==> config.mk <==
export PLATFORM = sky130hd
export DESIGN_NAME = gpio_pin_enable_direction
export DESIGN_NICKNAME = d
export VERILOG_FILES = /design/src/logic/gpio_pin_enable_direction.v
export VERILOG_INCLUDE_DIRS = /design/src /design/src/common
export SDC_FILE = /design/constraint.sdc
export NUM_CORES = 1
export LEC_CHECK = 0
export ABC_AREA = 1
export BUFFER_PORTS_ARGS = -buffer_cell sky130_fd_sc_hd__buf_2
export CELL_PAD_IN_SITES_DETAIL_PLACEMENT = 2
export CELL_PAD_IN_SITES_GLOBAL_PLACEMENT = 2
export CORE_MARGIN = 5
export CORE_UTILIZATION = 29
export DETAILED_ROUTE_END_ITERATION = 7
export PLACE_DENSITY_LB_ADDON = 0.1
export SLEW_MARGIN = 20
export SYNTH_ARGS = -nofsm -noshare
export SYNTH_HDL_FRONTEND = slang
export SYNTH_SLANG_ARGS = --single-unit
==> constraint.sdc <==
create_clock -name CLK_IN -period 1.85 [get_ports CLK_IN]
set_input_delay 0.185 -clock CLK_IN [delete_from_list [all_inputs] [get_ports CLK_IN]]
set_output_delay 0.185 -clock CLK_IN [all_outputs]
set_load 0.02 [all_outputs]
==> src/common/gpio_pin_regs.vh <==
`ifndef GPIO_PIN_REGS_VH
`define GPIO_PIN_REGS_VH

// byte addresses on the register bus
`define PIN_ENABLE_ADDR 32'h01b00000
`define PIN_DIRECTION_ADDR 32'h01b00004
`define PIN_OUTPUT_ADDR 32'h01b00008
`define PIN_LEVEL_ADDR 32'h01b0000c

// field layout: sixteen pins in bits 15..0, 31..16 reserved
`define PIN_FIELD_MSB 15
`define PIN_FIELD_LSB 0
`define PIN_COUNT 16

// shared pads with the host port data pins
`define SHARED_PAD_MSB 15
`define SHARED_PAD_LSB 9
`define SHARED_PAD_COUNT 7

// reset values
`define PIN_ENABLE_RESET 16'h0000
`define PIN_DIRECTION_RESET 16'h0000
`define PIN_OUTPUT_RESET 16'h0000
`define HOST_PORT_EN_RESET 1'h1

`endif

==> src/logic/gpio_pin_enable_direction.v <==
// The Wishbone slave port was chosen for this implementation.
`timescale 1ns/1ps
`include "gpio_pin_regs.vh"

// Notes on behaviour
// - pads 15..9 shared between general pins and host port data pins, one pad each.
// - shared pads default to the host port function after reset.
// - host port strap sampled at reset; low enables, high disables; fixed afterwards.
// - sixteen general pins, each with its own enable and direction bit.
// - a pin acts as general I/O only while its enable bit is one.
// - direction zero makes the pin an input, one makes it an output.
// - direction bit matters only while the matching enable bit is set.
// - direction register resets to zero, all pins inputs.
// - enable register at 01B0 0000, bits 15..0, upper half reserved.
// - direction register at 01B0 0004, one bit per pin.
module gpio_pin_enable_direction (
	// clock and reset
	input wire CLK_IN,
	input wire RST_N_IN,
	// wishbone slave
	input wire WB_CYC_IN,
	input wire WB_STB_IN,
	input wire WB_WE_IN,
	input wire [31:0] WB_ADR_IN,
	input wire [3:0] WB_SEL_IN,
	input wire [31:0] WB_DAT_IN,
	output reg [31:0] WB_DAT_OUT,
	output reg WB_ACK_OUT,
	// general pin bank pads
	input wire [15:0] GP_PAD_IN,
	output reg [15:0] GP_PAD_OUT,
	output reg [15:0] GP_PAD_OE_N_OUT,
	// host port side of the shared pads
	input wire [6:0] HP_DATA_TO_PAD_IN,
	input wire [6:0] HP_DATA_OE_IN,
	output reg [6:0] HP_DATA_FROM_PAD_OUT,
	// host port strap
	input wire HOST_STRAP_IN,
	output reg HOST_PORT_EN_OUT
);

	function [15:0] merge_bytes;
		input [15:0] old_val;
		input [15:0] new_val;
		input [1:0] sel;
		begin
			merge_bytes = old_val;
			if (sel[0]) begin
				merge_bytes[7:0] = new_val[7:0];
			end
			if (sel[1]) begin
				merge_bytes[15:8] = new_val[15:8];
			end
		end
	endfunction

	function hit;
		input [31:0] adr;
		input [31:0] target;
		begin
			hit = (adr[31:2] == target[31:2]);
		end
	endfunction

	reg [15:0] pin_enable_q;
	reg [15:0] pin_direction_q;
	reg [15:0] pin_output_q;
	reg [15:0] pad_s1_q;
	reg [15:0] pad_s2_q;
	reg [15:0] pad_s3_q;
	reg [15:0] pad_level_q;
	reg [15:0] pad_level_d;
	reg strap_s1_q;
	reg strap_s2_q;
	reg strap_s3_q;
	reg strap_done_q;
	reg [31:0] rd_d;
	reg [15:0] pad_out_d;
	reg [15:0] pad_oe_n_d;
	wire req;
	wire wr_commit;
	integer i;

	assign req = WB_CYC_IN & WB_STB_IN;
	// write lands on the edge where the master sees ack
	assign wr_commit = req & WB_WE_IN & WB_ACK_OUT;

	// pad and strap synchronisers, no reset so the strap settles while reset is held
	always @(posedge CLK_IN) begin
		pad_s1_q <= GP_PAD_IN;
		pad_s2_q <= pad_s1_q;
		pad_s3_q <= pad_s2_q;
		strap_s1_q <= HOST_STRAP_IN;
		strap_s2_q <= strap_s1_q;
		strap_s3_q <= strap_s2_q;
	end

	// a bit changes only once stages two and three agree
	always @* begin
		pad_level_d = ((pad_s2_q ~^ pad_s3_q) & pad_s3_q) |
			(~(pad_s2_q ~^ pad_s3_q) & pad_level_q);
	end

	always @(posedge CLK_IN) begin
		if (!RST_N_IN) begin
			pad_level_q <= 16'h0000;
			// host port owns pads by default
			HOST_PORT_EN_OUT <= `HOST_PORT_EN_RESET;
			strap_done_q <= 1'b0;
		end else begin
			pad_level_q <= pad_level_d;
			if (!strap_done_q && (strap_s2_q == strap_s3_q)) begin
				HOST_PORT_EN_OUT <= ~strap_s3_q;
				strap_done_q <= 1'b1;
			end
		end
	end

	// register writes
	always @(posedge CLK_IN) begin
		if (!RST_N_IN) begin
			pin_enable_q <= `PIN_ENABLE_RESET;
			pin_direction_q <= `PIN_DIRECTION_RESET;
			pin_output_q <= `PIN_OUTPUT_RESET;
		end else if (wr_commit) begin
			if (hit(WB_ADR_IN, `PIN_ENABLE_ADDR)) begin
				pin_enable_q <= merge_bytes(pin_enable_q, WB_DAT_IN[15:0], WB_SEL_IN[1:0]);
			end
			if (hit(WB_ADR_IN, `PIN_DIRECTION_ADDR)) begin
				pin_direction_q <= merge_bytes(pin_direction_q, WB_DAT_IN[15:0],
					WB_SEL_IN[1:0]);
			end
			if (hit(WB_ADR_IN, `PIN_OUTPUT_ADDR)) begin
				pin_output_q <= merge_bytes(pin_output_q, WB_DAT_IN[15:0], WB_SEL_IN[1:0]);
			end
		end
	end

	// read mux; unmapped addresses read zero and are still acknowledged
	always @* begin
		rd_d = 32'h00000000;
		if (hit(WB_ADR_IN, `PIN_ENABLE_ADDR)) begin
			rd_d[15:0] = pin_enable_q;
		end
		if (hit(WB_ADR_IN, `PIN_DIRECTION_ADDR)) begin
			rd_d[15:0] = pin_direction_q;
		end
		if (hit(WB_ADR_IN, `PIN_OUTPUT_ADDR)) begin
			rd_d[15:0] = pin_output_q;
		end
		if (hit(WB_ADR_IN, `PIN_LEVEL_ADDR)) begin
			rd_d[15:0] = pad_level_q;
		end
	end

	always @(posedge CLK_IN) begin
		if (!RST_N_IN) begin
			WB_ACK_OUT <= 1'b0;
			WB_DAT_OUT <= 32'h00000000;
		end else begin
			WB_ACK_OUT <= req & ~WB_ACK_OUT;
			if (req & ~WB_ACK_OUT) begin
				WB_DAT_OUT <= rd_d;
			end else begin
				WB_DAT_OUT <= 32'h00000000;
			end
		end
	end

	// pad multiplexer, registered so pads never glitch on decode
	always @* begin
		pad_out_d = 16'h0000;
		pad_oe_n_d = 16'hffff;
		for (i = 0; i < `PIN_COUNT; i = i + 1) begin
			if (pin_enable_q[i]) begin
				pad_out_d[i] = pin_output_q[i];
				pad_oe_n_d[i] = ~pin_direction_q[i];
			end else if (i >= `SHARED_PAD_LSB) begin
				// upper seven pads shared with host port
				// host port takes pads not claimed
				pad_out_d[i] = HP_DATA_TO_PAD_IN[i - `SHARED_PAD_LSB];
				pad_oe_n_d[i] = ~(HOST_PORT_EN_OUT & HP_DATA_OE_IN[i - `SHARED_PAD_LSB]);
			end
		end
	end

	always @(posedge CLK_IN) begin
		if (!RST_N_IN) begin
			GP_PAD_OUT <= 16'h0000;
			GP_PAD_OE_N_OUT <= 16'hffff;
			HP_DATA_FROM_PAD_OUT <= 7'h00;
		end else begin
			GP_PAD_OUT <= pad_out_d;
			GP_PAD_OE_N_OUT <= pad_oe_n_d;
			// host port sees pad only while it owns it
			HP_DATA_FROM_PAD_OUT <= pad_level_q[`SHARED_PAD_MSB:`SHARED_PAD_LSB] &
				~pin_enable_q[`SHARED_PAD_MSB:`SHARED_PAD_LSB];
		end
	end

endmodule

==> reports/qor.txt <==
status: completed
Setup crit end: pin_enable_q[11]$_SDFFE_PN0P_
Crit path required time: 2.17 ns
Std-Cell Rows: 53
r2r setup slk: 0.19 ns
MaxCap Viol Count: 0
leakage power: 3.731 nW
Starting Density: 29.45%
die area: 0.02444 mm²
post-route cell area: 0.007946 mm²
global-route wire length before repair: 32,660 µm
DRC: 0
clock buffer depth: 2
I/O pins: 177
Worst Skew: 0.01022 ns
Core Area: 0.02109 mm²
fin. max-slew vios: 0
WS Path Type: reg -> reg
post-DP HPWL: 15,450 µm
total power draw: 0.007929 W
Critical R2R Capture: pin_enable_q[11]$_SDFFE_PN0P_
CP max FO: 8
Syn Inst Count: 778
clock latency at the later pin of the worst-skew pair: 0.43 ns
worst hold slack: 0.02048 ns
warnings from Yosys: 0
Tightest Pin Transition: 0.5452 ns
# port buffers: 140
post-cts repair resize count: 0
1st-pass router iterations: 4
Seq pwr share: 49.1%
Setup crit start kind: register
fin crit period: 1.657 ns
min-delay worst type: in -> reg
routed via count: 5,582
Slew Limit Headroom: 63.38%
ANT nets after route: 0
DRT Wirelength: 20,740 µm
Final setup viols: 0
largest net degree at the start of global routing: 53
Comb power frac: 5.0%
Initial DRC Count: 126
Net Sw Frac: 25.26%
Pint: 0.005927 W
CTS tree: yes
crit path DAT: 1.98 ns
PD cells: 997.8 mW/mm²
Post-CTS Setup Inserts: 0
share of cells above drive strength 1: 22.04%
post-synth cell types: 27
clk slew on worst S/H paths: 0.07 ns
crit path from: WB_ACK_OUT$_SDFF_PN0_
mean post-synth cell area: 7.983 µm²
Post-Syn Area: 0.006211 mm²
Reg-to-Reg Start: WB_ACK_OUT$_SDFF_PN0_
RSZ-0062 raised after global routing: false
Sw Pwr: 0.002003 W
register area share after synthesis: 55.76%
clock net sink count: 173
R2R cell count: 5
Area Overhead vs Synth: 27.94%
Post-DP Area: 0.007177 mm²
aggregate global-route resource usage: 17.15%
clk root buf: clkbuf_16
CP Capture Type: register
peak supply drop: 0.5944 mV
Max Clock Freq: 603.3 MHz
antenna violations before repair: 1
die width: 156.3 µm
Sum Neg Setup Slack: 0 ns
final hold vios: 0
NumNets Final: 1,044
post-DR vias/cell: 4.546
wire per inst: 16.89 µm
register bit total from synthesis: 173
Final GP Congestion: 0.7746
Die Y: 156.3 µm
H-tree depth: 4
Clk pwr share: 46.0%
# diodes: 0
Final Cycle Share: 89.59%
TritonCTS buffer count: 17
vias in the first global route: 6,359
number of fill cells: 2,438
gr ovfl total: 0
## how the worst min path moves through the flow
stage	start	end	slack [ns]	cells past startpoint
floorplan	GP_PAD_IN[0]	pad_s1_q[0]$_DFF_P_	0.21	0
global placement	HOST_STRAP_IN	strap_s1_q$_DFF_P_	0.29	1
detailed placement	GP_PAD_IN[3]	pad_s1_q[3]$_DFF_P_	0.29	1
CTS	HP_DATA_TO_PAD_IN[0]	GP_PAD_OUT[9]$_SDFF_PN0_	0.002	3
global route	WB_DAT_IN[6]	pin_direction_q[6]$_SDFFE_PN0P_	0.02	3
finish	HP_DATA_TO_PAD_IN[3]	GP_PAD_OUT[12]$_SDFF_PN0_	0.02	3
## stage by stage
| step | utilization, % | std cells | worst slack, ns |
|---|---|---|---|
| 6_report | 37.68 | 1228 | 0.1925 |
| 3_3_place_gp | 34.03 | 1179 | 0.05686 |
| 3_5_place_dp | 34.03 | 1179 | -0.01039 |
| 2_1_floorplan | - | 793 | 0.2576 |
| 5_1_grt | 37.68 | 1228 | 0.04852 |
| 4_1_cts | 37.68 | 1228 | 0.08674 |
## synth_stat cells
| master | count | area [µm²] |
|---|---|---|
| buf_2 | 6 | 30.03 |
| nor2_2 | 2 | 12.51 |
| nor2_4 | 4 | 45.04 |
| and2_1 | 1 | 6.260 |
| a21oi_1 | 62 | 310.3 |
| nand4_1 | 1 | 6.260 |
| inv_2 | 3 | 11.26 |
| buf_6 | 5 | 56.30 |
| o21ai_1 | 5 | 25.02 |
| nor3_1 | 10 | 50.05 |
| xor2_1 | 1 | 8.760 |
| nand2_4 | 2 | 22.52 |
| dfxtp_1 | 173 | 3463 |
| conb_1 | 1 | 3.750 |
| nor2_1 | 137 | 514.2 |
| clkbuf_1 | 12 | 45.04 |
| o311ai_0 | 1 | 8.760 |
| nand3_4 | 2 | 35.03 |
| nand3_1 | 45 | 225.2 |
| nand3_2 | 1 | 10.01 |
| buf_4 | 23 | 172.7 |
| inv_1 | 61 | 229.0 |
| nand2_1 | 170 | 638.1 |
| nand2_2 | 2 | 12.51 |
| o21ai_0 | 43 | 215.2 |
| nor4_4 | 2 | 42.54 |
| buf_1 | 3 | 11.26 |
## cells by family after synthesis
| kind of cell | count (synthesis) | share of synthesized area, % |
|---|---|---|
| simple gates | 379 | 26.09 |
| flops | 173 | 55.76 |
| compound gates | 111 | 9.005 |
| buf+inv | 113 | 8.944 |
| other cells | 1 | 0.06038 |
| xor+xnor | 1 | 0.1410 |
## per-layer routing
metal | vias to the layer above | GRT usage, % | part of all wire (%)
met4 | 2 | 4.545 | 1.3
met5 | - | 0 | 0.063
met1 | 2700 | 18.11 | 40
met2 | 122 | 33.30 | 54
li1 | 2737 | - | -
met3 | 21 | 4.591 | 4.9
## flip-flops by register name (all words and copies together) (netlist names), named ones only
register,count
strap_done_q,1
GP_PAD_OUT,16
pad_s3_q,16
HP_DATA_FROM_PAD_OUT,7
strap_s2_q,1
pin_enable_q,16
pin_output_q,16
pin_direction_q,16
HOST_PORT_EN_OUT,1
GP_PAD_OE_N_OUT,16
WB_ACK_OUT,1
pad_s1_q,16
WB_DAT_OUT,16
strap_s3_q,1
pad_s2_q,16
strap_s1_q,1
## placed cells by master (no fill, tap or decap), types with 4 or more instances in the layout
cell | Yosys | routed
buf_2 | 6 | 140
nor3_1 | 10 | 9
a21oi_1 | 62 | 62
nor2_1 | 137 | 137
nor2_4 | 4 | 4
conb_1 | 1 | 16
clkbuf_16 | 0 | 17
buf_4 | 23 | 18
o21ai_0 | 43 | 43
o21ai_1 | 5 | 5
inv_1 | 61 | 61
dlygate4sd3_1 | 0 | 17
inv_8 | 0 | 5
nand2_1 | 170 | 170
nand3_1 | 45 | 45
dfxtp_1 | 173 | 173
## critical path, cell delays in order (launching register included)
cell     delay [ns]
dfxtp_1        0.39
inv_2          0.08
nor4_4         0.49
nand2_1        0.35
nand2_1        0.15
a21oi_1        0.08
## cell type report
type / instances / area [µm²] / share of cell area, %
Tap cell: 275 / 344.1 / 4.330
Inverter: 64 / 240.2 / 3.023
Clock buffer: 18 / 429.2 / 5.401
Timing Repair Buffer: 177 / 1046 / 13.16
Multi-Input combinational cell: 507 / 2253 / 28.36
Sequential cell: 173 / 3463 / 43.58
Clock inverter: 14 / 170.2 / 2.141
## power by group through the flow
stage	clock network, W	logic, W	registers [W]
4_1_cts	0.00376	0.000403	0.00389
5_1_grt	0.00392	0.000439	0.00390
6_report	0.00364	0.000396	0.00389
2_1_floorplan	0	0.000177	0.00399
3_5_place_dp	0	0.000371	0.00398
3_3_place_gp	0	0.000353	0.00397
## timing repair
action | in CTS | in global routing
hold endpoints to repair | 17 | 0
hold buffers | 17 | 0
endpoints found under the setup margin | 0 | 2
(Power assumes the default switching activity.)
